## src/verilog/byte_port_pkg.sv

```systemverilog
// package for the bidirectional byte port with four handshake lines
// assumes a single 10 MHz system clock and an active-low async reset
`default_nettype none
package byte_port_pkg;

  // register indices on the register select port
  localparam logic [2:0] REG_DATA = 3'h0;
  localparam logic [2:0] REG_PORT_A_CONTROL = 3'h1;
  localparam logic [2:0] REG_PORT_B_CONTROL = 3'h2;
  localparam logic [2:0] REG_GENERAL_CONTROL = 3'h3;
  localparam logic [2:0] REG_STATUS = 3'h4;

  // control register fields (same layout in port a and port b control)
  localparam int CTL_PROTO_BIT = 3;
  localparam int CTL_PIN_IRQ_EN_BIT = 2;
  localparam int CTL_SVC_EN_BIT = 1;
  localparam int CTL_STATUS_CTL_BIT = 0;

  // general control fields
  localparam int GEN_OUT_HS_EN_BIT = 4;
  localparam int GEN_IN_HS_EN_BIT = 5;
  localparam int GEN_DMA_DIR_BIT = 0;

  // status register fields
  localparam int STAT_OUT_LATCH_BIT = 0;
  localparam int STAT_OUT_READY_BIT = 1;
  localparam int STAT_IN_DATA_BIT = 2;
  localparam int STAT_IN_READY_BIT = 3;

  // values after reset
  localparam logic [7:0] PORT_A_CONTROL_RST = 8'h00;
  localparam logic [7:0] PORT_B_CONTROL_RST = 8'h00;
  localparam logic [7:0] GENERAL_CONTROL_RST = 8'h00;

  // pulsed handshake length in clock cycles
  localparam logic [2:0] HS_PULSE_CYC = 3'h4;

  // depth of each double-buffered direction
  localparam int LATCH_DEPTH = 2;

endpackage

`default_nettype wire

```

## src/verilog/bidir_byte_port_handshake.sv

```systemverilog
// bidirectional double-buffered byte port with output and input handshakes
// assumes the peripheral's pins are asynchronous and the host reaches the
// registers through a simple select / strobe port on the same clock
`timescale 1ns/1ps
`default_nettype none

////////////////////////////////////////////////////////////////////////////////
// small first-in first-out buffer in flip-flops
module latch_fifo
#(
  parameter int WIDTH = 8,
  parameter int DEPTH = 4
)
(
  input wire logic i_clk,
  input wire logic i_rst_n,
  input wire logic i_in_valid,
  output logic o_in_ready,
  input wire logic [WIDTH-1:0] i_in_data,
  output logic o_out_valid,
  input wire logic i_out_ready,
  output logic [WIDTH-1:0] o_out_data,
  output logic [$clog2(DEPTH+1)-1:0] o_count
);
  localparam int PW = (DEPTH > 1) ? $clog2(DEPTH) : 1;
  localparam int CW = $clog2(DEPTH+1);
  localparam logic [PW-1:0] LAST = PW'(DEPTH - 1);
  localparam logic [CW-1:0] FULL = CW'(DEPTH);

  logic [WIDTH-1:0] mem_r [DEPTH];
  logic [PW-1:0] wr_ptr_r;
  logic [PW-1:0] rd_ptr_r;
  logic [CW-1:0] count_r;
  logic push;
  logic pop;

  // wrap a pointer at the last slot, depth need not be a power of two
  function automatic logic [PW-1:0] ptr_inc(input logic [PW-1:0] p);
    ptr_inc = (p == LAST) ? '0 : PW'(p + 1'b1);
  endfunction

  // handshakes on both sides; a full buffer refuses, an empty one stalls
  assign o_in_ready = (count_r != FULL);
  assign o_out_valid = (count_r != '0);
  assign push = i_in_valid && o_in_ready;
  assign pop = i_out_ready && o_out_valid;
  assign o_out_data = mem_r[rd_ptr_r];
  assign o_count = count_r;

  // storage written only on an accepted push, oldest entry read first
  always_ff @(posedge i_clk)
  begin
    if (push)
    begin
      mem_r[wr_ptr_r] <= i_in_data;
    end
  end

  // pointers and fill level
  always_ff @(posedge i_clk or negedge i_rst_n)
  begin
    if (!i_rst_n)
    begin
      wr_ptr_r <= '0;
      rd_ptr_r <= '0;
      count_r <= '0;
    end
    else
    begin
      if (push)
      begin
        wr_ptr_r <= ptr_inc(wr_ptr_r);
      end
      if (pop)
      begin
        rd_ptr_r <= ptr_inc(rd_ptr_r);
      end
      if (push && !pop)
      begin
        count_r <= CW'(count_r + 1'b1);
      end
      else if (pop && !push)
      begin
        count_r <= CW'(count_r - 1'b1);
      end
    end
  end
endmodule // latch_fifo

////////////////////////////////////////////////////////////////////////////////
// the port itself
module bidir_byte_port_handshake
#(
  parameter int DEPTH = byte_port_pkg::LATCH_DEPTH
)
(
  input wire logic i_clk,
  input wire logic i_rst_n,
  // host register port
  input wire logic i_reg_sel,
  input wire logic i_reg_write,
  input wire logic [2:0] i_reg_addr,
  input wire logic [7:0] i_reg_wdata,
  output logic [7:0] o_reg_rdata,
  output logic o_reg_write_ready,
  // peripheral side
  input wire logic [7:0] i_port_pins,
  output logic [7:0] o_port_pins,
  output logic o_port_pins_oe,
  input wire logic i_out_ack_strobe,
  output logic o_out_ready_handshake,
  input wire logic i_in_data_strobe,
  output logic o_in_ready_handshake,
  // requests
  output logic o_dma_request_pin,
  output logic o_service_request
);
  import byte_port_pkg::*;

  localparam int CW = $clog2(DEPTH+1);
  localparam logic [CW-1:0] FULL = CW'(DEPTH);

  logic [7:0] port_a_control_r;
  logic [7:0] port_b_control_r;
  logic [7:0] general_control_r;
  logic [7:0] reg_rdata_r;
  logic reg_write_ready_r;
  logic [7:0] pins_s1_r;
  logic [7:0] pins_s2_r;
  logic [2:0] ack_sync_r;
  logic [2:0] stb_sync_r;
  logic ack_edge;
  logic stb_edge;
  logic out_hs_en;
  logic in_hs_en;
  logic out_pulsed;
  logic in_pulsed;
  logic out_win_r;
  logic out_win_nxt;
  logic in_win_r;
  logic in_win_nxt;
  logic [2:0] out_cnt_r;
  logic [2:0] in_cnt_r;
  logic out_hs_r;
  logic in_hs_r;
  logic [7:0] port_out_r;
  logic port_oe_r;
  logic dma_r;
  logic svc_r;
  logic in_push;
  logic in_pop;
  logic in_ready;
  logic in_valid;
  logic [7:0] in_head;
  logic [CW-1:0] in_count;
  logic out_push;
  logic out_pop;
  logic out_ready;
  logic out_valid;
  logic [7:0] out_head;
  logic [CW-1:0] out_count;
  logic host_read;
  logic host_write;
  logic out_latch_status;
  logic in_data_status;
  logic out_ready_status;
  logic in_ready_status;
  logic [7:0] status_word;

  //////////////////////////////////////////////////////////////////////////////
  // helpers shared by both handshake directions

  // window opens once a transfer is possible, closes on an accepted edge
  function automatic logic win_next(input logic en, input logic win,
                                    input logic edge_seen, input logic cond);
    if (!en)
    begin
      win_next = 1'b0;
    end
    else if (win)
    begin
      win_next = !edge_seen;
    end
    else
    begin
      win_next = cond;
    end
  endfunction

  // handshake pin level: a pulse stops after the set count of cycles
  function automatic logic hs_level(input logic win_upd, input logic win,
                                    input logic pulsed,
                                    input logic [2:0] cnt);
    hs_level = win_upd && (!pulsed || !win || (cnt < HS_PULSE_CYC));
  endfunction

  //////////////////////////////////////////////////////////////////////////////
  // pin synchronisers; stage one feeds only stage two
  always_ff @(posedge i_clk or negedge i_rst_n)
  begin
    if (!i_rst_n)
    begin
      pins_s1_r <= 8'h00;
      pins_s2_r <= 8'h00;
      ack_sync_r <= 3'h7; // idles high: no false edge, drivers stay off
      stb_sync_r <= 3'h0;
    end
    else
    begin
      pins_s1_r <= i_port_pins;
      pins_s2_r <= pins_s1_r;
      ack_sync_r <= {ack_sync_r[1:0], i_out_ack_strobe};
      stb_sync_r <= {stb_sync_r[1:0], i_in_data_strobe};
    end
  end

  // rising edges seen after the second stage
  assign ack_edge = ack_sync_r[1] && !ack_sync_r[2];
  assign stb_edge = stb_sync_r[1] && !stb_sync_r[2];

  //////////////////////////////////////////////////////////////////////////////
  // control decode
  assign out_hs_en = general_control_r[GEN_OUT_HS_EN_BIT];
  assign in_hs_en = general_control_r[GEN_IN_HS_EN_BIT];
  assign out_pulsed = port_a_control_r[CTL_PROTO_BIT];
  assign in_pulsed = port_b_control_r[CTL_PROTO_BIT];

  // host access strobes
  assign host_read = i_reg_sel && !i_reg_write;
  assign host_write = i_reg_sel && i_reg_write;

  //////////////////////////////////////////////////////////////////////////////
  // input path: strobe edges only count while the window is open
  assign in_push = stb_edge && in_win_r;
  assign in_pop = host_read && (i_reg_addr == REG_DATA);

  latch_fifo #(
    .WIDTH(8),
    .DEPTH(DEPTH)
  ) in_latches (
    .i_clk(i_clk),
    .i_rst_n(i_rst_n),
    .i_in_valid(in_push),
    .o_in_ready(in_ready),
    .i_in_data(pins_s2_r),
    .o_out_valid(in_valid),
    .i_out_ready(in_pop),
    .o_out_data(in_head),
    .o_count(in_count)
  );

  // output path: host writes queue, accepted acknowledge drains
  assign out_push = host_write && (i_reg_addr == REG_DATA);
  assign out_pop = ack_edge && out_win_r;

  latch_fifo #(
    .WIDTH(8),
    .DEPTH(DEPTH)
  ) out_latches (
    .i_clk(i_clk),
    .i_rst_n(i_rst_n),
    .i_in_valid(out_push),
    .o_in_ready(out_ready),
    .i_in_data(i_reg_wdata),
    .o_out_valid(out_valid),
    .i_out_ready(out_pop),
    .o_out_data(out_head),
    .o_count(out_count)
  );

  //////////////////////////////////////////////////////////////////////////////
  // handshake windows; the fifo level already reflects last cycle's move
  assign in_win_nxt = win_next(in_hs_en, in_win_r, stb_edge,
                               in_ready);
  assign out_win_nxt = win_next(out_hs_en, out_win_r, ack_edge,
                                out_valid);

  // window state, one per direction
  always_ff @(posedge i_clk or negedge i_rst_n)
  begin
    if (!i_rst_n)
    begin
      in_win_r <= 1'b0;
      out_win_r <= 1'b0;
    end
    else
    begin
      in_win_r <= in_win_nxt;
      out_win_r <= out_win_nxt;
    end
  end

  // pulse length counters restart as each window opens
  always_ff @(posedge i_clk or negedge i_rst_n)
  begin
    if (!i_rst_n)
    begin
      in_cnt_r <= 3'h0;
      out_cnt_r <= 3'h0;
    end
    else
    begin
      if (!in_win_r && in_win_nxt)
      begin
        in_cnt_r <= 3'h1;
      end
      else if (in_win_r && (in_cnt_r < HS_PULSE_CYC))
      begin
        in_cnt_r <= 3'(in_cnt_r + 1'b1);
      end
      if (!out_win_r && out_win_nxt)
      begin
        out_cnt_r <= 3'h1;
      end
      else if (out_win_r && (out_cnt_r < HS_PULSE_CYC))
      begin
        out_cnt_r <= 3'(out_cnt_r + 1'b1);
      end
    end
  end

  // handshake pins; a pulse keeps the window open so a late edge still
  // transfers, but the pin itself falls after four cycles
  always_ff @(posedge i_clk or negedge i_rst_n)
  begin
    if (!i_rst_n)
    begin
      in_hs_r <= 1'b0;
      out_hs_r <= 1'b0;
    end
    else
    begin
      in_hs_r <= hs_level(in_win_nxt, in_win_r, in_pulsed,
                          in_cnt_r);
      out_hs_r <= hs_level(out_win_nxt, out_win_r, out_pulsed,
                           out_cnt_r);
    end
  end

  //////////////////////////////////////////////////////////////////////////////
  // port drivers follow the acknowledge level; data is the oldest byte
  always_ff @(posedge i_clk or negedge i_rst_n)
  begin
    if (!i_rst_n)
    begin
      port_out_r <= 8'h00;
      port_oe_r <= 1'b0;
    end
    else
    begin
      if (out_valid)
      begin
        port_out_r <= out_head;
      end
      port_oe_r <= !ack_sync_r[1];
    end
  end

  //////////////////////////////////////////////////////////////////////////////
  // status flags
  assign out_latch_status = port_a_control_r[CTL_STATUS_CTL_BIT] ?
                            (out_count == '0) :
                            (out_count != FULL);
  assign in_data_status = in_valid;
  assign out_ready_status = 1'b0;
  assign in_ready_status = 1'b0;

  // status word read by the host
  always_comb
  begin
    status_word = 8'h00;
    status_word[STAT_OUT_LATCH_BIT] = out_latch_status;
    status_word[STAT_OUT_READY_BIT] = out_ready_status;
    status_word[STAT_IN_DATA_BIT] = in_data_status;
    status_word[STAT_IN_READY_BIT] = in_ready_status;
  end

  //////////////////////////////////////////////////////////////////////////////
  // requests; the pin-event sources stay zero here but keep their gates
  always_ff @(posedge i_clk or negedge i_rst_n)
  begin
    if (!i_rst_n)
    begin
      svc_r <= 1'b0;
      dma_r <= 1'b0;
    end
    else
    begin
      svc_r <= (port_a_control_r[CTL_PIN_IRQ_EN_BIT]
                && out_ready_status)
            || (port_a_control_r[CTL_SVC_EN_BIT]
                && out_latch_status)
            || (port_b_control_r[CTL_PIN_IRQ_EN_BIT]
                && in_ready_status)
            || (port_b_control_r[CTL_SVC_EN_BIT]
                && in_data_status);
      // one direction only, picked by the dma direction bit
      if (general_control_r[GEN_DMA_DIR_BIT])
      begin
        dma_r <= port_b_control_r[CTL_SVC_EN_BIT]
                 && in_data_status;
      end
      else
      begin
        dma_r <= port_a_control_r[CTL_SVC_EN_BIT]
                 && out_latch_status;
      end
    end
  end

  //////////////////////////////////////////////////////////////////////////////
  // control registers written by the host
  always_ff @(posedge i_clk or negedge i_rst_n)
  begin
    if (!i_rst_n)
    begin
      port_a_control_r <= PORT_A_CONTROL_RST;
      port_b_control_r <= PORT_B_CONTROL_RST;
      general_control_r <= GENERAL_CONTROL_RST;
    end
    else if (host_write)
    begin
      if (i_reg_addr == REG_PORT_A_CONTROL)
      begin
        port_a_control_r <= i_reg_wdata;
      end
      else if (i_reg_addr == REG_PORT_B_CONTROL)
      begin
        port_b_control_r <= i_reg_wdata;
      end
      else if (i_reg_addr == REG_GENERAL_CONTROL)
      begin
        general_control_r <= i_reg_wdata;
      end
    end
  end

  // read data one cycle after the select; unmapped indices read zero
  always_ff @(posedge i_clk or negedge i_rst_n)
  begin
    if (!i_rst_n)
    begin
      reg_rdata_r <= 8'h00;
    end
    else if (host_read)
    begin
      if (i_reg_addr == REG_DATA)
      begin
        reg_rdata_r <= in_valid ? in_head : 8'h00;
      end
      else if (i_reg_addr == REG_PORT_A_CONTROL)
      begin
        reg_rdata_r <= port_a_control_r;
      end
      else if (i_reg_addr == REG_PORT_B_CONTROL)
      begin
        reg_rdata_r <= port_b_control_r;
      end
      else if (i_reg_addr == REG_GENERAL_CONTROL)
      begin
        reg_rdata_r <= general_control_r;
      end
      else if (i_reg_addr == REG_STATUS)
      begin
        reg_rdata_r <= status_word;
      end
      else
      begin
        reg_rdata_r <= 8'h00;
      end
    end
  end

  // write-ready lags the buffer by a cycle; a write into a full buffer
  // is simply dropped, so software should check the latch flag first
  always_ff @(posedge i_clk or negedge i_rst_n)
  begin
    if (!i_rst_n)
    begin
      reg_write_ready_r <= 1'b0;
    end
    else
    begin
      reg_write_ready_r <= out_ready && !out_push;
    end
  end

  //////////////////////////////////////////////////////////////////////////////
  // outputs straight from flip-flops
  assign o_reg_rdata = reg_rdata_r;
  assign o_reg_write_ready = reg_write_ready_r;
  assign o_port_pins = port_out_r;
  assign o_port_pins_oe = port_oe_r;
  assign o_out_ready_handshake = out_hs_r;
  assign o_in_ready_handshake = in_hs_r;
  assign o_dma_request_pin = dma_r;
  assign o_service_request = svc_r;

endmodule // bidir_byte_port_handshake

`default_nettype wire

```

## config.mk

```make
export PLATFORM = sky130hd
export DESIGN_NAME = bidir_byte_port_handshake
export DESIGN_NICKNAME = d
export VERILOG_FILES = /design/src/verilog/byte_port_pkg.sv /design/src/verilog/bidir_byte_port_handshake.sv
export SDC_FILE = /design/constraint.sdc
export NUM_CORES = 1
export LEC_CHECK = 0
export BUFFER_PORTS_ARGS = -buffer_cell sky130_fd_sc_hd__buf_2
export CAP_MARGIN = 15
export CORE_ASPECT_RATIO = 1.75
export CORE_MARGIN = 2
export CORE_UTILIZATION = 58
export CTS_CLUSTER_DIAMETER = 60
export DETAILED_ROUTE_END_ITERATION = 10
export PLACE_DENSITY_LB_ADDON = 0.2
export SYNTH_ARGS = -nofsm -noshare
export SYNTH_HDL_FRONTEND = slang
export SYNTH_HIERARCHICAL = 1
export SYNTH_SLANG_ARGS = --single-unit
```

## constraint.sdc

```tcl
create_clock -name i_clk -period 2.3 [get_ports i_clk]
set_clock_uncertainty 0.15 [all_clocks]
set_input_delay 0.575 -clock i_clk [delete_from_list [all_inputs] [get_ports i_clk]]
set_output_delay 0.575 -clock i_clk [all_outputs]
set_load 0.01 [all_outputs]
```

==> results of run 1 <==
==> power breakdown <==
part | leakage [nW] | switching, mW | internal [mW]
combinational | 0.875 | 0.530 | 0.656
clock | 0.272 | 0.848 | 1.59
sequential | 1.29 | 0.339 | 2.53
total | 2.44 | 1.72 | 4.77
==> registers in the layout, summed over array words and instances, names as in the netlist, 2 cells and up <==
register	cells
out_latches/o_count	2
general_control_r	8
pins_s2_r	8
in_latches/o_count	2
pins_s1_r	8
out_cnt_r	3
out_latches/mem_r	16
o_reg_rdata	8
in_cnt_r	3
port_a_control_r	8
ack_sync_r	3
in_latches/mem_r	16
port_b_control_r	8
stb_sync_r	3
o_port_pins	8
==> worst paths after layout <==
kind                                                           to  slack, ns  cells after the start
max in group asynchronous                 ack_sync_r[1]$_DFF_PN1_       0.87                      3
worst max-delay path            in_latches/o_count[1]$_DFFE_PN0P_       0.36                      8
min in group asynchronous              o_port_pins[2]$_DFFE_PN0P_       0.47                      2
worst max register to register  in_latches/o_count[1]$_DFFE_PN0P_       0.36                      8
worst min register to register             pins_s2_r[7]$_DFF_PN0_       0.19                      0
worst min-delay path                      ack_sync_r[0]$_DFF_PN1_       0.12                      1
==> routing by layer <==
layer | share of wire (%) | vias up
li1 | - | 1244
met1 | 38 | 1331
met2 | 57 | 56
met3 | 2.8 | 20
met4 | 2.4 | 0
met5 | 0 | -
==> worst max-delay path: stages, from the launching register on <==
cell and delay, ns:
dfrtp_1 0.46, nand2_1 0.08, nor2_1 0.31, nand2_1 0.19, inv_1 0.10, ha_1 0.18
xor2_1 0.16, nor2_1 0.07, xor2_1 0.14
==> layout by cell type, fill, tap and decap left out, types with 7 or more instances in the layout <==
cell and count:
dfrtp_1 81, mux2i_1 7, buf_2 45, nand2_1 12
buf_4 10, edfxtp_1 32, a211o_1 7, a21oi_1 22
clkbuf_16 17, mux2_2 50, nor2_1 18
==> per-stage QoR <==
step                instances  util (%)  worst slack [ns]  hold slack (ns)  total power, mW
detailed placement        442      64.1             0.118            0.186             4.09
floorplan                 306         -             0.164            0.129             3.69
finish                    475      71.4             0.359            0.122             6.49
global placement          442      64.1             0.171            0.184             4.04
global route              475      71.4             0.235            0.107             6.81
CTS                       475      71.4             0.378            0.109             6.56
==> layout make-up <==
class,instances,area share (%)
flip-flops and latches,116,55.1
multi-input cells,176,26.4
clock buffers,19,7.96
repair buffers,58,6.29
clock inverters,13,2.07
well taps,90,2.02
inverters,3,0.202
==> logic make-up (layout without fill, tap and decap cells) <==
kind of cell | Yosys count | after routing | synth area share, %
AO/OA/AOI/OAI | 43 | 43 | 5.89
multiplexers | 57 | 57 | 13.7
AND/OR/NAND/NOR | 60 | 60 | 8.87
buffers and inverters | 14 | 93 | 1.65
XOR/XNOR | 12 | 12 | 2.28
flip-flops | 116 | 116 | 66.5
adder cells (fa/ha/maj) | 4 | 4 | 1.09
==> run_results.csv, run 1 <==
group,metric,value,unit
outcome,status,"finished clean",
worst_setup_path,arrival,2.07,ns
layout,layout.nets,401,
layout,num_antenna_cells,0,
layout,design_area,5570,um2
worst_setup_path,cp_max_fo,8,
logic_synthesis,synth_seq_area_share,66.5,%
global_routing,use_met3,6.04,%
timing,setup-tns-final,0,ns
logic_synthesis,synth_area_leaders,"dfrtp_1, edfxtp_1, mux2_2",
cts,root_buffer,"clkbuf_16",
cts,cts.hold.buffers_added,1,
logic_synthesis,syn-num-nets,335,
layout,area_delta_synth_final,20.7,%
drt,drtIter0Drc,137,
cts,clk_pin_slew_worst_paths,0.05,ns
cts,cts_tree,"done",
drt,vias,2651,
floorplanning,dieHeight,122,um
floorplanning,row_count,43,
job,drv_cap,0,
cts,h-tree-depth,4,
floorplanning,core-area,7800,um2
global_routing,grt_first_pass_wirelength,13.6,mm
worst_setup_path,crit_type,"flip-flop to flip-flop",
timing,grt_setup_unrepaired,"no",
logic_synthesis,synth_top_area_cell,"dfrtp_1",
logic_synthesis,postSynthAreaPerCell,15.1,um2
global_routing,grt_pass1_vias,2782,
pwr,vdd_ir_drop_max,876,uV
cts,post-cts-setup-buffer-count,0,
drt,first_pass_iters,4,
placement,post-dp-hpwl,5.84,mm
timing,finalHoldViolCount,0,
worst_setup_path,worstPathRequired,2.43,ns
layout,multiInputGateArea,1470,um2
layout,register_area,3070,um2
logic_synthesis,synth.top_cell.area_share,44.0,%
hold_path,min_from,"i_out_ack_strobe",
logic_synthesis,yosys_warnings,6,
layout,drive_gt1_share,38.7,%
logic_synthesis,synth_edf_count,32,
floorplanning,initial_core_util,59.1,%
global_routing,overflow,0,
global_routing,antenna_found_initial,0,
floorplanning,die_x,71.4,um
logic_synthesis,synth_flop_cell,"dfrtp_1",
timing,max_slew_margin,64.5,%
timing,tightest_slew,0.531,ns
drt,via_per_inst,5.58,
logic_synthesis,postSynthCellCount,306,
cts,clk_latency,0.40,ns
worst_setup_path,start_kind,"flip-flop",
cts,clkSinkCount,116,
cts,cts_inserted_buffers,17,
timing,finalSetupViolations,0,
global_routing,track_usage,21.4,%
worst_setup_path,startpoint,"in_win_r$_DFF_PN0_",
cts,ctsResizeCount,0,
global_routing,grt_use_met1,21.7,%
global_routing,met2_usage,39.4,%
logic_synthesis,ys_seq_elements,116,
pwr,p_per_area,1170,nW/um2
drt,ant_nets,0,
drt,drcViolationCount,0,
floorplanning,die_area,8710,um2
hold_path,hold_path.class,"input port to flip-flop",
logic_synthesis,synth_common_cells,"dfrtp_1, mux2_2, edfxtp_1",
layout,fillers,515,
global_routing,busiest_layer,"met2",
placement,place.gp.congestion,0.807,
timing,drv_slew,0,
drt,post_drt_wl_per_cell,17.9,um
logic_synthesis,synth_most_common_cell,"dfrtp_1",
timing,period_needed,1.94,ns
drt,wl,8.48,mm
timing,max_freq,515,MHz
pwr,p_leak,2.44,nW
logic_synthesis,syn_area,4610,um2
worst_setup_path,endpoint_kind,"flip-flop",
placement,port_buffers,46,
timing,period_share,84.4,%
placement,dpl-instance-area,5000,um2
worst_setup_path,r2r_start,"in_win_r$_DFF_PN0_",
global_routing,grt_max_degree,42,
logic_synthesis,async_flop_share,72.4,%
floorplanning,io_pins,47,
cts,cts_buffer_depth,2,
logic_synthesis,synthDistinctLibCells,42,
Note: power is estimated with default switching activity, not from simulation.
==> run 2: changes to the inputs <==
- CORE_UTILIZATION: 58 -> 52
- clock period: 2.3 -> 1.6 ns (I/O delays scaled with it)
==> run_results.csv, run 2 (synthesis results as in run 1) <==
group,metric,value,unit
floorplanning,initial_core_util,53.2,%
cts,clk_pin_slew_worst_paths,0.05,ns
floorplanning,die_area,9670,um2
cts,cts_buffer_depth,2,
worst_setup_path,endpoint_kind,"flip-flop",
worst_setup_path,r2r_cells,8,
cts,cts_tree,"done",
drt,via_per_inst,5.14,
worst_setup_path,worstPathBufferInverterCount,1,
global_routing,track_usage,21.6,%
floorplanning,dieHeight,129,um
global_routing,overflow,0,
worst_setup_path,crit_chain,"nand2_2, nor2_2, buf_6, nand2_4, ha_4, xor2_1, nor2_1, xor2_1",
placement,place.gp.congestion,0.814,
timing,setup_slack,-0.0837,ns
cts,clkSinkCount,116,
drt,drcViolationCount,0,
drt,vias,2826,
worst_setup_path,r2r_slack,-0.08,ns
timing,period_share,105,%
global_routing,grt_pass1_vias,3119,
layout,final_cell_mix,"dfrtp_1, mux2_2, buf_2",
worst_setup_path,worstPathRequired,1.78,ns
global_routing,antenna_found_initial,0,
layout,final_common_cell,"dfrtp_1",
drt,first_pass_iters,5,
placement,dpl.cell_count,503,
timing,max_freq,594,MHz
layout,area_delta_synth_final,34.4,%
layout,num_antenna_cells,0,
global_routing,grt_max_degree,34,
pwr,p_leak,2.70,nW
placement,port_buffers,46,
worst_setup_path,crit_type,"flip-flop to flip-flop",
floorplanning,io_pins,47,
layout,instances_no_fill,550,
cts,cts_inserted_buffers,17,
cts,h-tree-depth,4,
layout,layout.nets,449,
timing,timing.hold.ws,0.0887,ns
layout,largestRegisters,"in_latches/mem_r: 16 flops, out_latches/mem_r: 16 flops",
cts,root_buffer,"clkbuf_16",
pwr,p_per_area,1580,nW/um2
hold_path,min_from,"i_reg_wdata[4]",
timing,tightest_slew,0.416,ns
layout,design_area,6200,um2
timing,max_slew_margin,72.0,%
timing,finalSetupViolations,1,
placement,post-dp-hpwl,6.29,mm
timing,grt_setup_unrepaired,"yes",
outcome,violations,"negative setup slack",
cts,clk_latency,0.40,ns
timing,finalHoldViolCount,0,
layout,final_util,71.5,%
timing,drv_slew,0,
worst_setup_path,cp_max_fo,2,
worst_setup_path,start_kind,"flip-flop",
job,drv_cap,0,
worst_setup_path,arrival,1.86,ns
placement,dpl-instance-area,5420,um2
drt,ant_nets,0,
floorplanning,core-area,8670,um2
pwr,vdd_ir_drop_max,1190,uV
drt,wl,9.01,mm
hold_path,hold_path.class,"input port to flip-flop",
floorplanning,row_count,45,
hold_path,hold_end,"out_latches/mem_r[0][4]$_DFFE_PP_",
outcome,status,"finished with violations",
worst_setup_path,critical-path-max-stage-delay,0.53,ns
worst_setup_path,r2r-end,"out_latches/o_count[1]$_DFFE_PN0P_",
drt,drtIter0Drc,108,
global_routing,grt_first_pass_wirelength,15.0,mm
worst_setup_path,critPathMostFrequentCell,"xor2_1",
worst_setup_path,r2r_start,"ack_sync_r[1]$_DFF_PN1_",
worst_setup_path,critical_path.top_delay_family,"flip-flops",
timing,period_needed,1.68,ns
layout,fillers,617,
worst_setup_path,critical_path.slowest_cell,"dfstp_2",
layout,drive_gt1_share,49.0,%
drt,post_drt_wl_per_cell,16.4,um
floorplanning,die_x,75.2,um
hold_path,holdPathStages,1,
## run 2: what timing repair did
item                       in CTS  in global routing
hold endpoints to repair       28                  0
pin swaps                       2                  8
setup buffers                   1                  3
setup endpoints to repair       2                 18
resized for setup               3                 19
hold buffers                   11                  0
## run 2: metal layers
metal	vias up	GRT usage, %	wire [um]
li1	1331	-	-
met1	1421	22.7	3250
met2	52	38.0	5180
met3	22	7.36	313
met4	0	9.70	264
met5	-	0	0
## run 2: where the power goes
| group | total (mW) | internal [mW] | switching, mW | leakage [nW] |
|---|---|---|---|---|
| clock network | 3.54 | 2.30 | 1.24 | 0.274 |
| registers | 4.05 | 3.64 | 0.414 | 1.29 |
| logic | 2.23 | 1.24 | 0.988 | 1.13 |
## run 2: worst reg2reg max path, cell delays in order, from the launching register on
cell and delay (ns):
dfstp_2 0.53, nand2_2 0.05, nor2_2 0.11, buf_6 0.12, nand2_4 0.06, ha_4 0.16, xor2_1 0.14, nor2_1 0.12
xor2_1 0.16
## run 2: layout make-up
| type | count | area [um2] | area share, % |
|---|---|---|---|
| Sequential cell | 116 | 3070 | 49.5 |
| Multi-Input combinational cell | 176 | 1590 | 25.7 |
| Timing Repair Buffer | 106 | 818 | 13.2 |
| Clock buffer | 20 | 447 | 7.21 |
| Tap cell | 117 | 146 | 2.36 |
| Clock inverter | 12 | 113 | 1.82 |
| Inverter | 3 | 11.3 | 0.182 |
## run 2: worst max-delay path by stage
stage / slack [ns] / cells after the start / from / endpoint
CTS: -0.06 / 8 / ack_sync_r[1]$_DFF_PN1_ / out_latches/o_count[1]$_DFFE_PN0P_
global route: -0.16 / 8 / ack_sync_r[1]$_DFF_PN1_ / out_latches/o_count[1]$_DFFE_PN0P_
finish: -0.08 / 8 / ack_sync_r[1]$_DFF_PN1_ / out_latches/o_count[1]$_DFFE_PN0P_
detailed placement: -0.28 / 9 / i_reg_addr[2] / out_latches/o_count[1]$_DFFE_PN0P_
floorplan: -0.21 / 8 / i_reg_write / in_latches/o_count[1]$_DFFE_PN0P_
global placement: -0.27 / 8 / i_reg_write / in_latches/o_count[1]$_DFFE_PN0P_
## run 2: per-stage QoR
stage | total power, mW | setup slack (ns) | TNS [ns]
floorplan | 5.33 | -0.213 | -0.377
global placement | 6.10 | -0.266 | -7.50
detailed placement | 6.20 | -0.284 | -8.58
CTS | 9.82 | -0.0636 | -0.0636
global route | 10.3 | -0.155 | -0.155
finish | 9.82 | -0.0837 | -0.0837
==> run 3: changes to the inputs <==
- BUFFER_PORTS_ARGS: -buffer_cell sky130_fd_sc_hd__buf_2 -> unset
- CORE_UTILIZATION: 52 -> 55
- DONT_BUFFER_PORTS: unset -> 1
==> run_results.csv, run 3 (synthesis results as in run 1) <==
group,metric,value,unit
outcome,status,"finished with violations",
outcome,violations,"negative hold slack, negative setup slack",
layout,final_util,70.4,%
cts,clk_pin_slew_worst_paths,0.05,ns
worst_setup_path,crit_type,"flip-flop to flip-flop",
layout,num_antenna_cells,0,
worst_setup_path,worstPathRequired,1.77,ns
timing,setup_slack,-0.0453,ns
cts,clk_latency,0.40,ns
drt,post_drt_wl_per_cell,17.7,um
global_routing,overflow,0,
drt,ant_nets,0,
cts,cts_tree,"done",
pwr,vdd_ir_drop_max,918,uV
floorplanning,row_count,44,
layout,instances_no_fill,465,
placement,post-dp-hpwl,5.38,mm
layout,largestRegisters,"in_latches/mem_r: 16 flops, out_latches/mem_r: 16 flops",
drt,drtIter0Drc,109,
timing,period_share,103,%
worst_setup_path,start_kind,"flip-flop",
timing,grt_setup_unrepaired,"yes",
timing,finalHoldViolCount,84,
cts,cts.hold.buffers_added,19,
job,drv_cap,0,
floorplanning,die_area,9160,um2
global_routing,grt_max_degree,85,
worst_setup_path,cp_max_fo,2,
global_routing,track_usage,20.4,%
placement,port_buffers,0,
timing,period_needed,1.65,ns
global_routing,grt_first_pass_wirelength,13.7,mm
drt,vias,2569,
cts,root_buffer,"clkbuf_16",
drt,wl,8.24,mm
global_routing,antenna_found_initial,0,
layout,layout.nets,389,
cts,h-tree-depth,4,
floorplanning,die_x,73.2,um
placement,place.gp.congestion,0.730,
global_routing,grt_pass1_vias,2765,
timing,max_freq,608,MHz
pwr,p_leak,2.44,nW
drt,drcViolationCount,0,
floorplanning,initial_core_util,56.2,%
timing,finalSetupViolations,1,
pwr,p_per_area,1630,nW/um2
worst_setup_path,endpoint_kind,"flip-flop",
layout,fillers,546,
timing,timing.hold.ws,-0.456,ns
layout,final_common_cell,"dfrtp_1",
cts,cts_buffer_depth,2,
layout,drive_gt1_share,34.9,%
worst_setup_path,arrival,1.81,ns
timing,drv_slew,0,
cts,clkSinkCount,116,
cts,cts_inserted_buffers,17,
layout,final_cell_mix,"dfrtp_1, mux2_2, edfxtp_1",
drt,first_pass_iters,4,
floorplanning,core-area,8200,um2
timing,max_slew_margin,67.3,%
drt,via_per_inst,5.52,
floorplanning,io_pins,47,
timing,tightest_slew,0.485,ns
layout,area_delta_synth_final,25.3,%
floorplanning,dieHeight,125,um
hold_path,hold_path.class,"input port to asynchronous set/reset pin",
placement,dpl.cell_count,411,
run 3: critical path: stages, from the launching register on:
cell	delay, ns
dfstp_2	0.53
nand2_2	0.07
nor2_4	0.14
nand2_4	0.08
ha_4	0.16
xor2_2	0.13
nor2_1	0.13
xor2_1	0.18
run 3: worst paths after layout:
kind / start / endpoint / slack, ns / cells after the start
max: ack_sync_r[1]$_DFF_PN1_ / out_latches/o_count[1]$_DFFE_PN0P_ / -0.05 / 7
min: i_rst_n / general_control_r[0]$_DFFE_PN0P_ / -0.46 / 0
max reg2reg: ack_sync_r[1]$_DFF_PN1_ / out_latches/o_count[1]$_DFFE_PN0P_ / -0.05 / 7
min reg2reg: stb_sync_r[0]$_DFF_PN0_ / stb_sync_r[1]$_DFF_PN0_ / 0.20 / 0
max in group asynchronous: i_rst_n / ack_sync_r[0]$_DFF_PN1_ / 1.51 / 0
min in group i_clk: i_reg_addr[2] / o_reg_rdata[5]$_DFFE_PN0P_ / 0.03 / 2
run 3: area by class of cell:
cell class	count	area, um2	area share [%]
inverter	3	11.3	0.195
clock inverter	6	78.8	1.36
clock buffer	26	489	8.47
timing repair buffer	46	455	7.88
sequential	116	3070	53.1
multi-input combinational	176	1560	27.0
tap	92	115	1.99
run 3: power by group:
| group | total, mW | leakage, nW | internal, mW | switching (mW) |
|---|---|---|---|---|
| clock network | 3.59 | 0.280 | 2.40 | 1.19 |
| registers | 4.17 | 1.29 | 3.64 | 0.532 |
| logic | 1.63 | 0.865 | 0.976 | 0.657 |
| total | 9.39 | 2.44 | 7.01 | 2.38 |
run 3: routing by layer:
| metal | global-route usage [%] | wire, um | share of wire (%) | vias to the layer above |
|---|---|---|---|---|
| met3 | 6.61 | 315 | 3.8 | 17 |
| met2 | 34.8 | 4610 | 56 | 48 |
| met4 | 10.6 | 207 | 2.5 | 0 |
| met1 | 21.7 | 3110 | 38 | 1289 |
| li1 | - | - | - | 1215 |
| met5 | 0 | 0 | 0 | - |
run 3: repair_timing:
action / CTS / global route
pin swaps: 0 / 3
endpoints found under the hold margin: 135 / 84
buffers inserted: 2 / 1
resized for setup: 2 / 7
gates cloned: 0 / 0
setup endpoints to repair: 9 / 3
run 3: metrics by stage:
step                TNS (ns)  area [um2]  power (mW)  worst slack (ns)  hold slack [ns]
floorplan             -0.377        4690        5.33            -0.213          -0.0456
CTS                  -0.0262        5740        9.47           -0.0262           -0.478
detailed placement     -1.80        4960        5.78            -0.145          -0.0434
global placement       -1.11        4960        5.71            -0.121          -0.0436
finish               -0.0453        5780        9.39           -0.0453           -0.456
global route          -0.125        5780        9.85            -0.125           -0.479
